`config.mk`:
```
export PLATFORM = sky130hd
export DESIGN_NAME = rcac_top
export DESIGN_NICKNAME = d
export VERILOG_FILES = /design/src/rcac_pkg.sv /design/src/rcac_top.sv
export SDC_FILE = /design/constraint.sdc
export NUM_CORES = 1
export LEC_CHECK = 0
export ABC_AREA = 1
export BUFFER_PORTS_ARGS = -buffer_cell sky130_fd_sc_hd__buf_4
export CORE_UTILIZATION = 56
export CTS_CLUSTER_SIZE = 24
export DETAILED_ROUTE_END_ITERATION = 8
export GPL_ROUTABILITY_DRIVEN = 1
export GPL_TIMING_DRIVEN = 0
export PLACE_DENSITY = 0.84
export SLEW_MARGIN = 20
export SYNTH_ARGS = -nofsm -noshare
export SYNTH_HDL_FRONTEND = slang
export SYNTH_SLANG_ARGS = --single-unit
```
`constraint.sdc`:
```
create_clock -name clk -period 2 [get_ports clk]
set_input_delay 0.2 -clock clk [delete_from_list [all_inputs] [get_ports clk]]
set_output_delay 0.2 -clock clk [all_outputs]
set_load 0.1 [all_outputs]
```
`src/rcac_pkg.sv`:
```
/*
 * Package for the remote calibration and alarm control block: register map,
 * field positions, reset values, range codes and state encodings.
 * Assumes a 32-bit AXI4-Lite register bus and one 250 MHz clock.
 */
package rcac_pkg;

	// Register byte offsets
	localparam logic [7:0] ADDR_CTRL = 8'h00;
	localparam logic [7:0] ADDR_STATUS = 8'h04;
	localparam logic [7:0] ADDR_IRQ_STAT = 8'h08;
	localparam logic [7:0] ADDR_IRQ_MASK = 8'h0C;
	localparam logic [7:0] ADDR_AL1_CFG = 8'h10;
	localparam logic [7:0] ADDR_AL2_CFG = 8'h14;
	localparam logic [7:0] ADDR_CONC = 8'h18;

	// Control register fields
	localparam int CTRL_CAL_DONE = 0;
	localparam int CTRL_RANGE_LO = 4;
	localparam int CTRL_KEY_PWR = 8;
	localparam int CTRL_KEY_OTHER = 9;

	// Alarm config fields: threshold in [15:0], mode bits above
	localparam int CFG_HIGH = 16;
	localparam int CFG_FAILSAFE = 17;
	localparam int CFG_LATCH = 18;
	localparam int CFG_DEFEAT = 19;
	localparam int CFG_THR_W = 16;

	// Alarm config reset: defeated, high, not failsafe, not latching
	localparam logic [31:0] CFG_RESET = 32'h0009_0000;

	// Interrupt bits
	localparam int IRQ_CAL_START = 0;
	localparam int IRQ_CAL_END = 1;
	localparam int IRQ_REJECT = 2;
	localparam int IRQ_AL1 = 3;
	localparam int IRQ_AL2 = 4;
	localparam int IRQ_SYS = 5;
	localparam int IRQ_W = 6;

	// Range codes, ascending
	localparam logic [1:0] RANGE_LOW = 2'h0;
	localparam logic [1:0] RANGE_MED = 2'h1;
	localparam logic [1:0] RANGE_HIGH = 2'h2;
	localparam logic [1:0] RANGE_AIR = 2'h3;

	// Range ID output levels: volts in 1/100 V, current in 1/10 mA
	localparam logic [7:0] VID_LOW = 8'h19;
	localparam logic [7:0] VID_MED = 8'h32;
	localparam logic [7:0] VID_HIGH = 8'h4B;
	localparam logic [7:0] VID_AIR = 8'h64;
	localparam logic [7:0] IID_LOW = 8'h50;
	localparam logic [7:0] IID_MED = 8'h78;
	localparam logic [7:0] IID_HIGH = 8'hA0;
	localparam logic [7:0] IID_AIR = 8'hC8;

	localparam logic [1:0] RESP_OKAY = 2'b00;
	localparam logic [1:0] RESP_SLVERR = 2'b10;

	typedef enum logic [1:0] {
		CAL_IDLE = 2'b00,
		CAL_ZERO = 2'b01,
		CAL_SPAN = 2'b10
	} rcac_cal_t;

	typedef enum logic [1:0] {
		SYS_OK = 2'b00,
		SYS_LATCHED = 2'b01,
		SYS_PWR_OFF = 2'b10,
		SYS_WAIT_KEY = 2'b11
	} rcac_sys_t;

endpackage

```
`src/rcac_top.sv`:
```
/*
 * Remote calibration handshake, threshold and system alarm relays,
 * range identification outputs, AXI4-Lite register slave and interrupt.
 * Assumes remote command inputs and monitor inputs are synchronous to clk;
 * the calibration engine reports completion by a control register write.
 */
// The register offsets and the AXI4-Lite interface to the registers were left to the implementer.
// Overview of operation
// [RULE1] A high remote zero input starts zero calibration, a high span input starts span.
// [RULE2] The busy contact is closed exactly while a zero or span calibration runs.
// [RULE3] While the busy contact is open the remote command inputs are sampled each cycle.
// [RULE4] Requests arriving during a calibration are dropped and never remembered.
// [RULE5] The controller checks busy open, asserts a command, and releases it once busy closes.
// [RULE6] A command still high when calibration ends restarts that calibration at once.
// [RULE7] For full calibration the controller waits for busy to reopen after zero before span.
// [RULE8] Each threshold alarm trips above its threshold when high, below it when low.
// [RULE9] Each threshold alarm selects failsafe or nonfailsafe relay drive.
// [RULE10] Each threshold alarm selects latching or nonlatching behaviour.
// [RULE11] A defeated threshold alarm never actuates.
// [RULE12] The system alarm trips on bad supply or failed self test, always failsafe and latching.
// [RULE13] A latched system alarm clears only after power off, power on, then a non-system key.
// [RULE14] The voltage range ID shows low, medium, high, air cal as ascending levels.
// [RULE15] The current range ID encodes the same four ranges ascending, air cal on top.
// [RULE16] A failsafe relay is energised when quiet and released on alarm; nonfailsafe the reverse.
module rcac_top
	import rcac_pkg::*;
(
	// Clock and reset
	input wire logic clk,
	input wire logic srst,
	// AXI4-Lite slave
	input wire logic [7:0] s_axi_awaddr,
	input wire logic s_axi_awvalid,
	output logic s_axi_awready,
	input wire logic [31:0] s_axi_wdata,
	input wire logic [3:0] s_axi_wstrb,
	input wire logic s_axi_wvalid,
	output logic s_axi_wready,
	output logic [1:0] s_axi_bresp,
	output logic s_axi_bvalid,
	input wire logic s_axi_bready,
	input wire logic [7:0] s_axi_araddr,
	input wire logic s_axi_arvalid,
	output logic s_axi_arready,
	output logic [31:0] s_axi_rdata,
	output logic [1:0] s_axi_rresp,
	output logic s_axi_rvalid,
	input wire logic s_axi_rready,
	// Remote calibration
	input wire logic remote_zero,
	input wire logic remote_span,
	output logic cal_busy,
	// Monitors
	input wire logic supply_fault,
	input wire logic self_test_fail,
	// Relays and range ID
	output logic al1_relay,
	output logic al2_relay,
	output logic sys_relay,
	output logic [7:0] range_id_volt,
	output logic [7:0] range_id_curr,
	// Interrupt
	output logic irq
);

	function automatic logic trip(input logic [31:0] cfg, input logic [15:0] conc);
		logic over;
		logic under;
		over = conc > cfg[CFG_THR_W-1:0];
		under = conc < cfg[CFG_THR_W-1:0];
		trip = !cfg[CFG_DEFEAT] && (cfg[CFG_HIGH] ? over : under); // [RULE8] [RULE11]
	endfunction

	function automatic logic relay_drive(input logic [31:0] cfg, input logic active);
		relay_drive = cfg[CFG_FAILSAFE] ? !active : active; // [RULE9] [RULE16]
	endfunction

	logic [31:0] ctrl_q;
	logic [31:0] al1_cfg_q;
	logic [31:0] al2_cfg_q;
	logic [15:0] conc_q;
	logic [IRQ_W-1:0] irq_stat_q;
	logic [IRQ_W-1:0] irq_mask_q;
	logic [IRQ_W-1:0] irq_set;
	rcac_cal_t cal_q;
	rcac_sys_t sys_q;
	logic al1_act_q;
	logic al2_act_q;
	logic aw_hold_q;
	logic w_hold_q;
	logic [7:0] awaddr_q;
	logic [31:0] wdata_q;
	logic wr_fire;
	logic cal_done;
	logic key_pwr;
	logic key_other;
	logic al1_cond;
	logic al2_cond;
	logic [31:0] wdata_m;
	logic [31:0] rd_val;
	logic rd_ok;
	logic [1:0] cmd_prev_q;

	// Write channel capture in either order
	assign wr_fire = aw_hold_q && w_hold_q && !s_axi_bvalid;

	always_ff @(posedge clk) begin
		if (srst) begin
			aw_hold_q <= 1'b0;
			w_hold_q <= 1'b0;
			awaddr_q <= 8'h00;
			wdata_q <= 32'h0000_0000;
			s_axi_awready <= 1'b0;
			s_axi_wready <= 1'b0;
			s_axi_bvalid <= 1'b0;
			s_axi_bresp <= RESP_OKAY;
		end else begin
			s_axi_awready <= !aw_hold_q && !s_axi_awready;
			s_axi_wready <= !w_hold_q && !s_axi_wready;
			if (s_axi_awvalid && s_axi_awready) begin
				aw_hold_q <= 1'b1;
				awaddr_q <= s_axi_awaddr;
				s_axi_awready <= 1'b0;
			end
			if (s_axi_wvalid && s_axi_wready) begin
				w_hold_q <= 1'b1;
				wdata_q <= s_axi_wdata & {{8{s_axi_wstrb[3]}}, {8{s_axi_wstrb[2]}},
					{8{s_axi_wstrb[1]}}, {8{s_axi_wstrb[0]}}};
				s_axi_wready <= 1'b0;
			end
			if (wr_fire) begin
				s_axi_bvalid <= 1'b1;
				s_axi_bresp <= (awaddr_q == ADDR_STATUS || awaddr_q > ADDR_CONC ||
					awaddr_q[1:0] != 2'b00) ? RESP_SLVERR : RESP_OKAY;
			end
			if (s_axi_bvalid && s_axi_bready) begin
				s_axi_bvalid <= 1'b0;
				aw_hold_q <= 1'b0;
				w_hold_q <= 1'b0;
			end
		end
	end

	assign wdata_m = wdata_q;
	assign cal_done = wr_fire && awaddr_q == ADDR_CTRL && wdata_m[CTRL_CAL_DONE];
	assign key_pwr = wr_fire && awaddr_q == ADDR_CTRL && wdata_m[CTRL_KEY_PWR];
	assign key_other = wr_fire && awaddr_q == ADDR_CTRL && wdata_m[CTRL_KEY_OTHER];

	// Configuration registers; pulse bits of ctrl are not stored
	always_ff @(posedge clk) begin
		if (srst) begin
			ctrl_q <= 32'h0000_0000;
			al1_cfg_q <= CFG_RESET;
			al2_cfg_q <= CFG_RESET;
			conc_q <= 16'h0000;
		end else if (wr_fire) begin
			case (awaddr_q)
				ADDR_CTRL: ctrl_q <= {26'h000_0000, wdata_m[CTRL_RANGE_LO+1:CTRL_RANGE_LO], 4'h0};
				ADDR_AL1_CFG: al1_cfg_q <= {12'h000, wdata_m[19:0]};
				ADDR_AL2_CFG: al2_cfg_q <= {12'h000, wdata_m[19:0]};
				ADDR_CONC: conc_q <= wdata_m[15:0];
				default: ;
			endcase
		end
	end

	// Calibration handshake
	always_ff @(posedge clk) begin
		if (srst) begin
			cal_q <= CAL_IDLE;
		end else begin
			case (cal_q)
				CAL_IDLE: begin
					if (remote_zero) begin // [RULE1] [RULE3]
						cal_q <= CAL_ZERO;
					end else if (remote_span) begin
						cal_q <= CAL_SPAN;
					end
				end
				CAL_ZERO, CAL_SPAN: begin
					// Inputs not looked at here, so requests are lost
					if (cal_done) begin // [RULE4]
						cal_q <= CAL_IDLE; // [RULE6]
					end
				end
				default: cal_q <= CAL_IDLE;
			endcase
		end
	end

	always_ff @(posedge clk) begin
		if (srst) begin
			cal_busy <= 1'b0;
		end else begin
			cal_busy <= (cal_q != CAL_IDLE && !cal_done) || (cal_q == CAL_IDLE &&
				(remote_zero || remote_span)); // [RULE2]
		end
	end

	// Threshold alarms
	assign al1_cond = trip(al1_cfg_q, conc_q);
	assign al2_cond = trip(al2_cfg_q, conc_q);

	always_ff @(posedge clk) begin
		if (srst) begin
			al1_act_q <= 1'b0;
			al2_act_q <= 1'b0;
		end else begin
			al1_act_q <= al1_cond ||
				(al1_cfg_q[CFG_LATCH] && al1_act_q && !al1_cfg_q[CFG_DEFEAT]); // [RULE10]
			al2_act_q <= al2_cond ||
				(al2_cfg_q[CFG_LATCH] && al2_act_q && !al2_cfg_q[CFG_DEFEAT]); // [RULE10]
		end
	end

	always_ff @(posedge clk) begin
		if (srst) begin
			al1_relay <= 1'b0;
			al2_relay <= 1'b0;
			sys_relay <= 1'b0;
		end else begin
			al1_relay <= relay_drive(al1_cfg_q, al1_act_q); // [RULE16]
			al2_relay <= relay_drive(al2_cfg_q, al2_act_q); // [RULE16]
			sys_relay <= sys_q == SYS_OK; // [RULE12]
		end
	end

	// System alarm latch and clear sequence
	always_ff @(posedge clk) begin
		if (srst) begin
			sys_q <= SYS_OK;
		end else begin
			case (sys_q)
				SYS_OK: if (supply_fault || self_test_fail) sys_q <= SYS_LATCHED; // [RULE12]
				SYS_LATCHED: if (key_pwr) sys_q <= SYS_PWR_OFF; // [RULE13]
				SYS_PWR_OFF: if (key_pwr) sys_q <= SYS_WAIT_KEY; // [RULE13]
				SYS_WAIT_KEY: if (key_other) sys_q <= SYS_OK; // [RULE13]
				default: sys_q <= SYS_LATCHED;
			endcase
		end
	end

	// Range identification outputs
	always_ff @(posedge clk) begin
		if (srst) begin
			range_id_volt <= VID_LOW;
			range_id_curr <= IID_LOW;
		end else begin
			case (ctrl_q[CTRL_RANGE_LO+1:CTRL_RANGE_LO])
				RANGE_LOW: begin
					range_id_volt <= VID_LOW; // [RULE14]
					range_id_curr <= IID_LOW; // [RULE15]
				end
				RANGE_MED: begin
					range_id_volt <= VID_MED;
					range_id_curr <= IID_MED;
				end
				RANGE_HIGH: begin
					range_id_volt <= VID_HIGH;
					range_id_curr <= IID_HIGH;
				end
				default: begin
					range_id_volt <= VID_AIR;
					range_id_curr <= IID_AIR;
				end
			endcase
		end
	end

	always_ff @(posedge clk) begin
		if (srst) begin
			cmd_prev_q <= 2'b00;
		end else begin
			cmd_prev_q <= {remote_span, remote_zero};
		end
	end

	// Interrupt status: set wins over write-one clear
	assign irq_set = {sys_q == SYS_OK && (supply_fault || self_test_fail),
		!al2_act_q && al2_cond, !al1_act_q && al1_cond,
		cal_q != CAL_IDLE && |({remote_span, remote_zero} & ~cmd_prev_q), // [RULE4]
		cal_q != CAL_IDLE && cal_done,
		cal_q == CAL_IDLE && (remote_zero || remote_span)};

	always_ff @(posedge clk) begin
		if (srst) begin
			irq_stat_q <= '0;
			irq_mask_q <= '0;
			irq <= 1'b0;
		end else begin
			if (wr_fire && awaddr_q == ADDR_IRQ_STAT) begin
				irq_stat_q <= (irq_stat_q & ~wdata_m[IRQ_W-1:0]) | irq_set;
			end else begin
				irq_stat_q <= irq_stat_q | irq_set;
			end
			if (wr_fire && awaddr_q == ADDR_IRQ_MASK) begin
				irq_mask_q <= wdata_m[IRQ_W-1:0];
			end
			irq <= |(irq_stat_q & irq_mask_q);
		end
	end

	// Read channel
	always_comb begin
		rd_ok = 1'b1;
		case (s_axi_araddr)
			ADDR_CTRL: rd_val = ctrl_q;
			ADDR_STATUS: rd_val = {22'h00_0000, sys_q, al2_act_q, al1_act_q, 2'b00, cal_q,
				cal_busy, 1'b0};
			ADDR_IRQ_STAT: rd_val = {26'h000_0000, irq_stat_q};
			ADDR_IRQ_MASK: rd_val = {26'h000_0000, irq_mask_q};
			ADDR_AL1_CFG: rd_val = al1_cfg_q;
			ADDR_AL2_CFG: rd_val = al2_cfg_q;
			ADDR_CONC: rd_val = {16'h0000, conc_q};
			default: begin
				rd_val = 32'h0000_0000;
				rd_ok = 1'b0;
			end
		endcase
	end

	always_ff @(posedge clk) begin
		if (srst) begin
			s_axi_arready <= 1'b0;
			s_axi_rvalid <= 1'b0;
			s_axi_rdata <= 32'h0000_0000;
			s_axi_rresp <= RESP_OKAY;
		end else begin
			s_axi_arready <= !s_axi_rvalid && !s_axi_arready && s_axi_arvalid;
			if (s_axi_arvalid && s_axi_arready) begin
				s_axi_rvalid <= 1'b1;
				s_axi_rdata <= rd_val;
				s_axi_rresp <= rd_ok ? RESP_OKAY : RESP_SLVERR;
			end else if (s_axi_rvalid && s_axi_rready) begin
				s_axi_rvalid <= 1'b0;
			end
		end
	end

	// Checks
	a_busy_follows_start: assert property (@(posedge clk) disable iff (srst) // [RULE1]
		(cal_q == CAL_IDLE && remote_zero) |=> cal_busy && cal_q == CAL_ZERO)
		else $error("zero command did not start calibration");
	a_busy_matches_cal: assert property (@(posedge clk) disable iff (srst) // [RULE2]
		$past(cal_q) != CAL_IDLE && !$past(cal_done) |-> cal_busy)
		else $error("busy open during calibration");
	a_reject_no_memory: assert property (@(posedge clk) disable iff (srst) // [RULE4]
		(cal_q != CAL_IDLE && (remote_zero || remote_span) && !cal_done) |=>
		cal_q == $past(cal_q))
		else $error("request taken during calibration");
	a_defeat_blocks_alarm: assert property (@(posedge clk) disable iff (srst) // [RULE11]
		al1_cfg_q[CFG_DEFEAT] [*2] |-> !al1_act_q)
		else $error("defeated alarm actuated");
	a_sys_latches: assert property (@(posedge clk) disable iff (srst) // [RULE13]
		(sys_q != SYS_OK && !key_pwr && !key_other) |=> sys_q == $past(sys_q))
		else $error("system alarm left latch without keys");
	a_sys_relay_drop: assert property (@(posedge clk) disable iff (srst) // [RULE12]
		(sys_q == SYS_OK && supply_fault) |=> ##1 !sys_relay)
		else $error("system relay not released on fault");
	a_failsafe_drive: assert property (@(posedge clk) disable iff (srst) // [RULE9]
		$stable(al1_cfg_q) && al1_cfg_q[CFG_FAILSAFE] |=> al1_relay == !$past(al1_act_q))
		else $error("failsafe relay wrong level");
	a_range_air_top: assert property (@(posedge clk) disable iff (srst) // [RULE15]
		ctrl_q[CTRL_RANGE_LO+1:CTRL_RANGE_LO] == RANGE_AIR |=> range_id_curr == IID_AIR
		&& range_id_volt == VID_AIR)
		else $error("air range level wrong");

endmodule // rcac_top
```
# Word-level counts from Yosys, hierarchy flattened
# Cells that the tools add are included.
[word_totals]
ff_bits = 170
in_bits = 63
elab_cells = 160
[op_classes]
n_lt_le_gt_ge = 5
eq_ne = 25
mux = 22
bitwise = 8
reduce_logical = 70
[op_table]
columns = ["op", "count"]
rows = [
  ["20-bit case mux with 7 select lines", 1],
  ["8-bit by 5-bit equality test with 1-bit output, second input constant", 6],
  ["8-bit by 4-bit equality test with 1-bit output, second input constant", 4],
  ["16-bit greater-than comparator", 2],
  ["16-bit less-than comparator", 2],
  ["1-bit logical AND", 30],
  ["8-bit case mux with 3 select lines", 1],
  ["7-bit case mux with 3 select lines", 1],
  ["20-bit bitwise AND", 1],
  ["2-bit 2-to-1 mux", 9],
  ["8-bit by 3-bit equality test with 1-bit output, second input constant", 2],
  ["8-bit logical NOT", 2],
  ["6-bit bitwise AND", 2],
  ["1-bit logical NOT", 12],
  ["6-bit OR", 2],
  ["2-bit AND reduction", 5],
  ["2-bit OR reduction", 5],
  ["2-bit equality test, second input constant", 4],
  ["8-bit by 5-bit greater-than comparator with 1-bit output, second input constant", 1],
  ["2-bit inequality test, second input constant", 4],
  ["2-bit case mux with 4 select lines", 1],
  ["1-bit logical OR", 7],
  ["1-bit 2-to-1 mux", 7],
  ["7-bit OR reduction", 1],
  ["12 further kinds", 18],
]

# Depth between registers and ports, before layout
[depth]
word_depth = 7
depth_mapped = 14
depth_no_buf = 14

# Worst setup path after synthesis
# No wires, ideal clock.
[synth_path]
path_type = "reg-to-reg"
startpoint = "register s_axi_bvalid"
endpoint = "register al2_cfg_q[16]"
setup_time_ps = 138
arrival_time_ps = 1994
required_time_ps = 1862
slack_ps = -132
path_stages_with_launch = 7
n_path_buf = 1
cell_sequence = "dfxtp_1 > inv_1 > nand3_1 > inv_1 > nand3_1 > clkbuf_1 > o211ai_1"
[synth_between]
elab_chain_len = 3
[synth_lines]
columns = ["element", "line_no", "source"]
rows = [
  ["start: declaration", "rcac_top.sv:40", "output logic s_axi_bvalid,"],
  ["start signal: assignment", "rcac_top.sv:115", "s_axi_bvalid <= 1'b0;"],
  ["start signal: assignment", "rcac_top.sv:132", "s_axi_bvalid <= 1'b1;"],
  ["start signal: assignment", "rcac_top.sv:137", "s_axi_bvalid <= 1'b0;"],
  ["1-bit logical NOT", "rcac_top.sv:105", "assign wr_fire = aw_hold_q && w_hold_q && !s_axi_bvalid;"],
  ["1-bit logical AND", "rcac_top.sv:105", ""],
  ["2-bit AND reduction (no source line)", "-", ""],
  ["end signal: assignment", "rcac_top.sv:160", "ADDR_AL2_CFG: al2_cfg_q <= {12'h000, wdata_m[19:0]};"],
  ["end: declaration", "rcac_top.sv:80", "logic [31:0] al2_cfg_q;"],
]
# Every way passes these cells.
# A chain may end at the register's enable or synchronous reset.

# Worst setup path after layout
[layout_path]
startpoint = "register awaddr_q[6]"
endpoint = "register al1_cfg_q[18]"
[layout_between]
elab_chain_len = 2
[layout_lines]
columns = ["element", "line_no", "source"]
rows = [
  ["start: declaration", "rcac_top.sv:91", "logic [7:0] awaddr_q;"],
  ["start signal: assignment", "rcac_top.sv:122", "awaddr_q <= s_axi_awaddr;"],
  ["8-bit by 5-bit equality test with 1-bit output", "rcac_top.sv:157", "case (awaddr_q)"],
  ["2-bit AND reduction (no source line)", "-", ""],
  ["end signal: assignment", "rcac_top.sv:159", "ADDR_AL1_CFG: al1_cfg_q <= {12'h000, wdata_m[19:0]};"],
  ["end: declaration", "rcac_top.sv:79", "logic [31:0] al1_cfg_q;"],
]
# Every way passes these cells.

==> impl_summary.md <==
Synth
Synthesis produced a netlist whose cell count is 897. After synthesis, the share of cell area in mux cells is 0. The synthesized-area fraction occupied by ao, oa, aoi and oai cells came to 0.208.

After synthesis, the netlist uses 37 different library cells. The mean instance size in the synthesized netlist is 7.61 um^2. Of the total synthesized cell area, the portion taken by AND, OR, NAND and NOR gates is 0.181. Of the total synthesized cell area, the portion taken by full adders, half adders and majority gates is 0.0770. During synthesis, Yosys emitted a total of 0 warnings. By area, the combinational part of the netlist is dominated by compound AO/OA/AOI/OAI gates. The synthesized design contains 147 register bits. The area of the mapped netlist is 0.00683 mm^2. Of the synthesized area, sequential elements account for 0.431.

The xor/xnor cell area share of the yosys netlist is 0.

Floorplanning
The die span in y is 112 um. The die covers 0.0126 mm^2. The initialized floorplan defines 39 standard-cell rows.

The horizontal die dimension is 112 um. The initial core utilization is 0.585. The core outline area is 0.0117 mm^2. The I/O pin count is 125.

Layout
Of the cells placed in the final design, the portion with a size suffix greater than 1 is 0.165. Leaving out fill and tap cells, the most frequent cell in the layout is sky130_fd_sc_hd__nand2_1. The total area of multi-input combinational cells is 0.00328 mm^2. The diode insertion count for antenna repair is 0.

In the final layout, flip-flops and latches occupy 0.00294 mm^2. The finished cells cover 0.00853 mm^2. The library cells used most frequently in the layout, excluding fill and tap cells, are sky130_fd_sc_hd__nand2_1, sky130_fd_sc_hd__dfxtp_1, sky130_fd_sc_hd__buf_4. The net count of the finished layout is 1130. The synthesis-to-layout area growth is 24.9%. The filler cell count in the final layout is 898. The finished layout holds 1181 standard cells, fillers aside.

Drt
Dividing the detail-routed via count by the number of cells gives 5.60. For this block, the routed nets add up to 18700 um of wire. The number of design rule violations left after detail routing is 0. After detailed routing, the average wire length per cell comes to 15.8 um. The detailed router placed 6612 vias in this run. The number of DRC markers in iteration 0 is 587. The detailed-routing iteration count for the pre-antenna-repair pass is 8. The number of nets with antenna violations after detailed routing is 0.

Clock network
The number of buffers created by CTS is 17. The clock tree synthesis step divided the H-tree into 4 levels. The number of clock sinks is 147. For the worst-skew pair, the clock arrives at the later sink with an insertion delay of 0.42 ns. The clock root buffer is sky130_fd_sc_hd__clkbuf_16. The maximum clock insertion buffer count is 2. The CTS tree is yes.

The clock-pin slew on the worst setup and hold paths is 0.06 ns.

Timing
The minimum clock period after layout is 1.95 ns. The transition time at the pin with the least slew margin is 1.05 ns. For this run, the top clock speed supported by timing is 514 MHz.

Setup repair after global routing could not meet its margin everywhere. The number of setup violations in the final report is 0. The hold violation count in the final report came to 0. The final-report max-slew violation count is 0. Hold is met by 0.0226 ns. Headroom to the max-slew limit came out at 0.293. Dividing the final minimum period by the clock period gives 0.973.

The worst clock skew on the final layout is 0.00956 ns.

Power
Power comes to 8100 uW. Of the total power, combinational logic draws 0.125. The share of total power dissipated in the clock network is 0.487. Summed over all cells, the static leakage comes to 0.00370 uW. The cell-internal power is 6050 uW. VDD sags by at most 0.527 mV. The share of total power dissipated in sequential elements is 0.389. The share of total power consumed by net switching is 0.253.

For this design the total switching power over the nets is 2050 uW. For this design the ratio of total power to cell area is 950 mW/mm^2.

Worst setup path
Together, buffers and inverters on the worst path number 2. Walking the worst path, the cells encountered are inv_1 -> nand2_1 -> nor2_1 -> inv_1 -> nor2_2 -> nand2_1 -> nor4_4 -> o21ai_0 -> a21oi_1. The largest fanout of any net on the critical path is 9. Data on the critical path is required at its endpoint by 2.36 ns. The data arrival time of the worst path is 2.30 ns. The worst setup path is captured at a flip-flop. Among all stages on the critical path, the largest delay is contributed by sky130_fd_sc_hd__nor4_4. The largest delay contributor family on the critical path is simple AND/OR/NAND/NOR gates. The type of the setup path with the least slack is flip-flop to flip-flop.

The largest stage delay on the critical path is 0.31 ns. The worst setup path is launched from a flip-flop.

Hold path
The path class of the lowest-slack min-delay path is primary input to flip-flop.

Global route
The largest net degree at the start of global routing is 17. The initial antenna violation count came to 0. For this run, the total global-route usage over all layers was measured as 0.307. The sum of overflow across all layers after global routing is 0. The first global-routing pass estimated 30200 um of wire. The via count of the first global-routing pass is 6100.

Placement
The global placement routability congestion is 0.949. The post-placement cell count is 1147. After legalization and detailed placement, the total HPWL measured 13600 um. In this run the cell area measured after placement is 0.00775 mm^2. The number of port buffers is 90.

Flow run
The max-capacitance violation count is 0.

Run status
The run finished with clean final reports.
[cell usage after synthesis (all sizes together)]
library cell / number / area share
a22oi: 1 / 0.0011
a211oi: 19 / 0.024
nand4: 7 / 0.0064
o221ai: 5 / 0.0064
nor3: 20 / 0.017
conb: 1 / 0.00055
buf: 32 / 0.034
a21o: 2 / 0.0022
o22ai: 3 / 0.0027
ha: 42 / 0.077
clkinv: 1 / 0.00055
o211ai: 5 / 0.0055
clkbuf: 30 / 0.016
a21oi: 114 / 0.084
nor4: 2 / 0.0049
a221oi: 1 / 0.0013
a22o: 3 / 0.0038
nand2: 163 / 0.090
nand3: 31 / 0.023
dfxtp: 147 / 0.43
o311ai: 1 / 0.0013
nor2: 72 / 0.040
inv: 93 / 0.051
or2: 1 / 0.00092
a31oi: 1 / 0.00092
o21ai: 96 / 0.070
o31ai: 1 / 0.0011
o2111ai: 3 / 0.0038
[cells by family (layout without fill, tap and decap cells)]
kind of cell | count (synthesis) | count (layout)
and+or+nand+nor | 296 | 296
AOI/OAI and AO/OA | 255 | 255
buffers and inverters | 156 | 280
DFF | 147 | 147
adders and majority gates | 42 | 42
other | 1 | 18
[metal layers]
metal  part of all wire  track usage  routed length (um)  vias up
li1                   -            -                   -     3231
met1               0.42        0.418                7900     2927
met2               0.42        0.464                7880      402
met3               0.12       0.0740                2240       52
met4              0.035        0.135                 644        0
met5                  0            0                   0        -
[timing repair]
action,in CTS,in global routing
pin swaps,0,1
gates resized for setup,5,12
setup endpoints to repair,5,52
hold buffers,0,0
setup buffers,0,2
[state kept, by name, summed over array words and instances (netlist names), 2 cells and up]
| signal | flops |
|---|---|
| al1_cfg_q | 20 |
| al2_cfg_q | 20 |
| awaddr_q | 8 |
| cal_q | 2 |
| cmd_prev_q | 2 |
| conc_q | 16 |
| ctrl_q | 2 |
| irq_mask_q | 6 |
| irq_stat_q | 6 |
| range_id_curr | 2 |
| range_id_volt | 5 |
| s_axi_rdata | 20 |
| sys_q | 2 |
| wdata_m | 20 |
[area by class of cell]
type | count | share of cell area
Buffer | 62 | 0.0409
Clock buffer | 18 | 0.0503
Clock inverter | 14 | 0.0359
Inverter | 94 | 0.0414
Multi-Input combinational cell | 611 | 0.384
Sequential cell | 147 | 0.345
Tap cell | 143 | 0.0210
Timing Repair Buffer | 92 | 0.0810
[worst register-to-register path, stage by stage, from the launching register on]
cell and delay, ns:
sky130_fd_sc_hd__dfxtp_1 0.29, sky130_fd_sc_hd__inv_1 0.06, sky130_fd_sc_hd__nand2_1 0.06, sky130_fd_sc_hd__nor2_1 0.22
sky130_fd_sc_hd__inv_1 0.15, sky130_fd_sc_hd__nor2_2 0.21, sky130_fd_sc_hd__nand2_1 0.30, sky130_fd_sc_hd__nor4_4 0.31
sky130_fd_sc_hd__o21ai_0 0.13, sky130_fd_sc_hd__a21oi_1 0.15
[through the flow]
step           TNS, ns  utilization  setup slack, ns
2_1_floorplan        0            -            0.123
3_3_place_gp   -0.0472        0.664          -0.0281
3_5_place_dp    -0.118        0.664          -0.0681
4_1_cts              0        0.729           0.0438
5_1_grt         -0.611        0.731          -0.0922
6_report             0        0.731           0.0542
[power groups by stage]
| stage | Clock, uW | Sequential [uW] | Combinational [uW] |
|---|---|---|---|
| after global placement | 0 | 3200 | 959 |
| after floorplan | 0 | 3300 | 616 |
| after CTS | 3950 | 3140 | 1000 |
| after global routing | 4090 | 3150 | 1110 |
| after detailed placement | 0 | 3200 | 979 |
| final | 3940 | 3150 | 1010 |
[final timing paths]
kind / startpoint / end / slack (ns) / cells after the start
setup / recovery: awaddr_q[6] / al1_cfg_q[18] / 0.05 / 9
setup reg to reg: awaddr_q[6] / al1_cfg_q[18] / 0.05 / 9
hold reg to reg: s_axi_rvalid / s_axi_arready / 0.44 / 1
hold / removal: s_axi_awaddr[1] / awaddr_q[1] / 0.02 / 3
No activity file was read; power rests on OpenSTA's default activity.
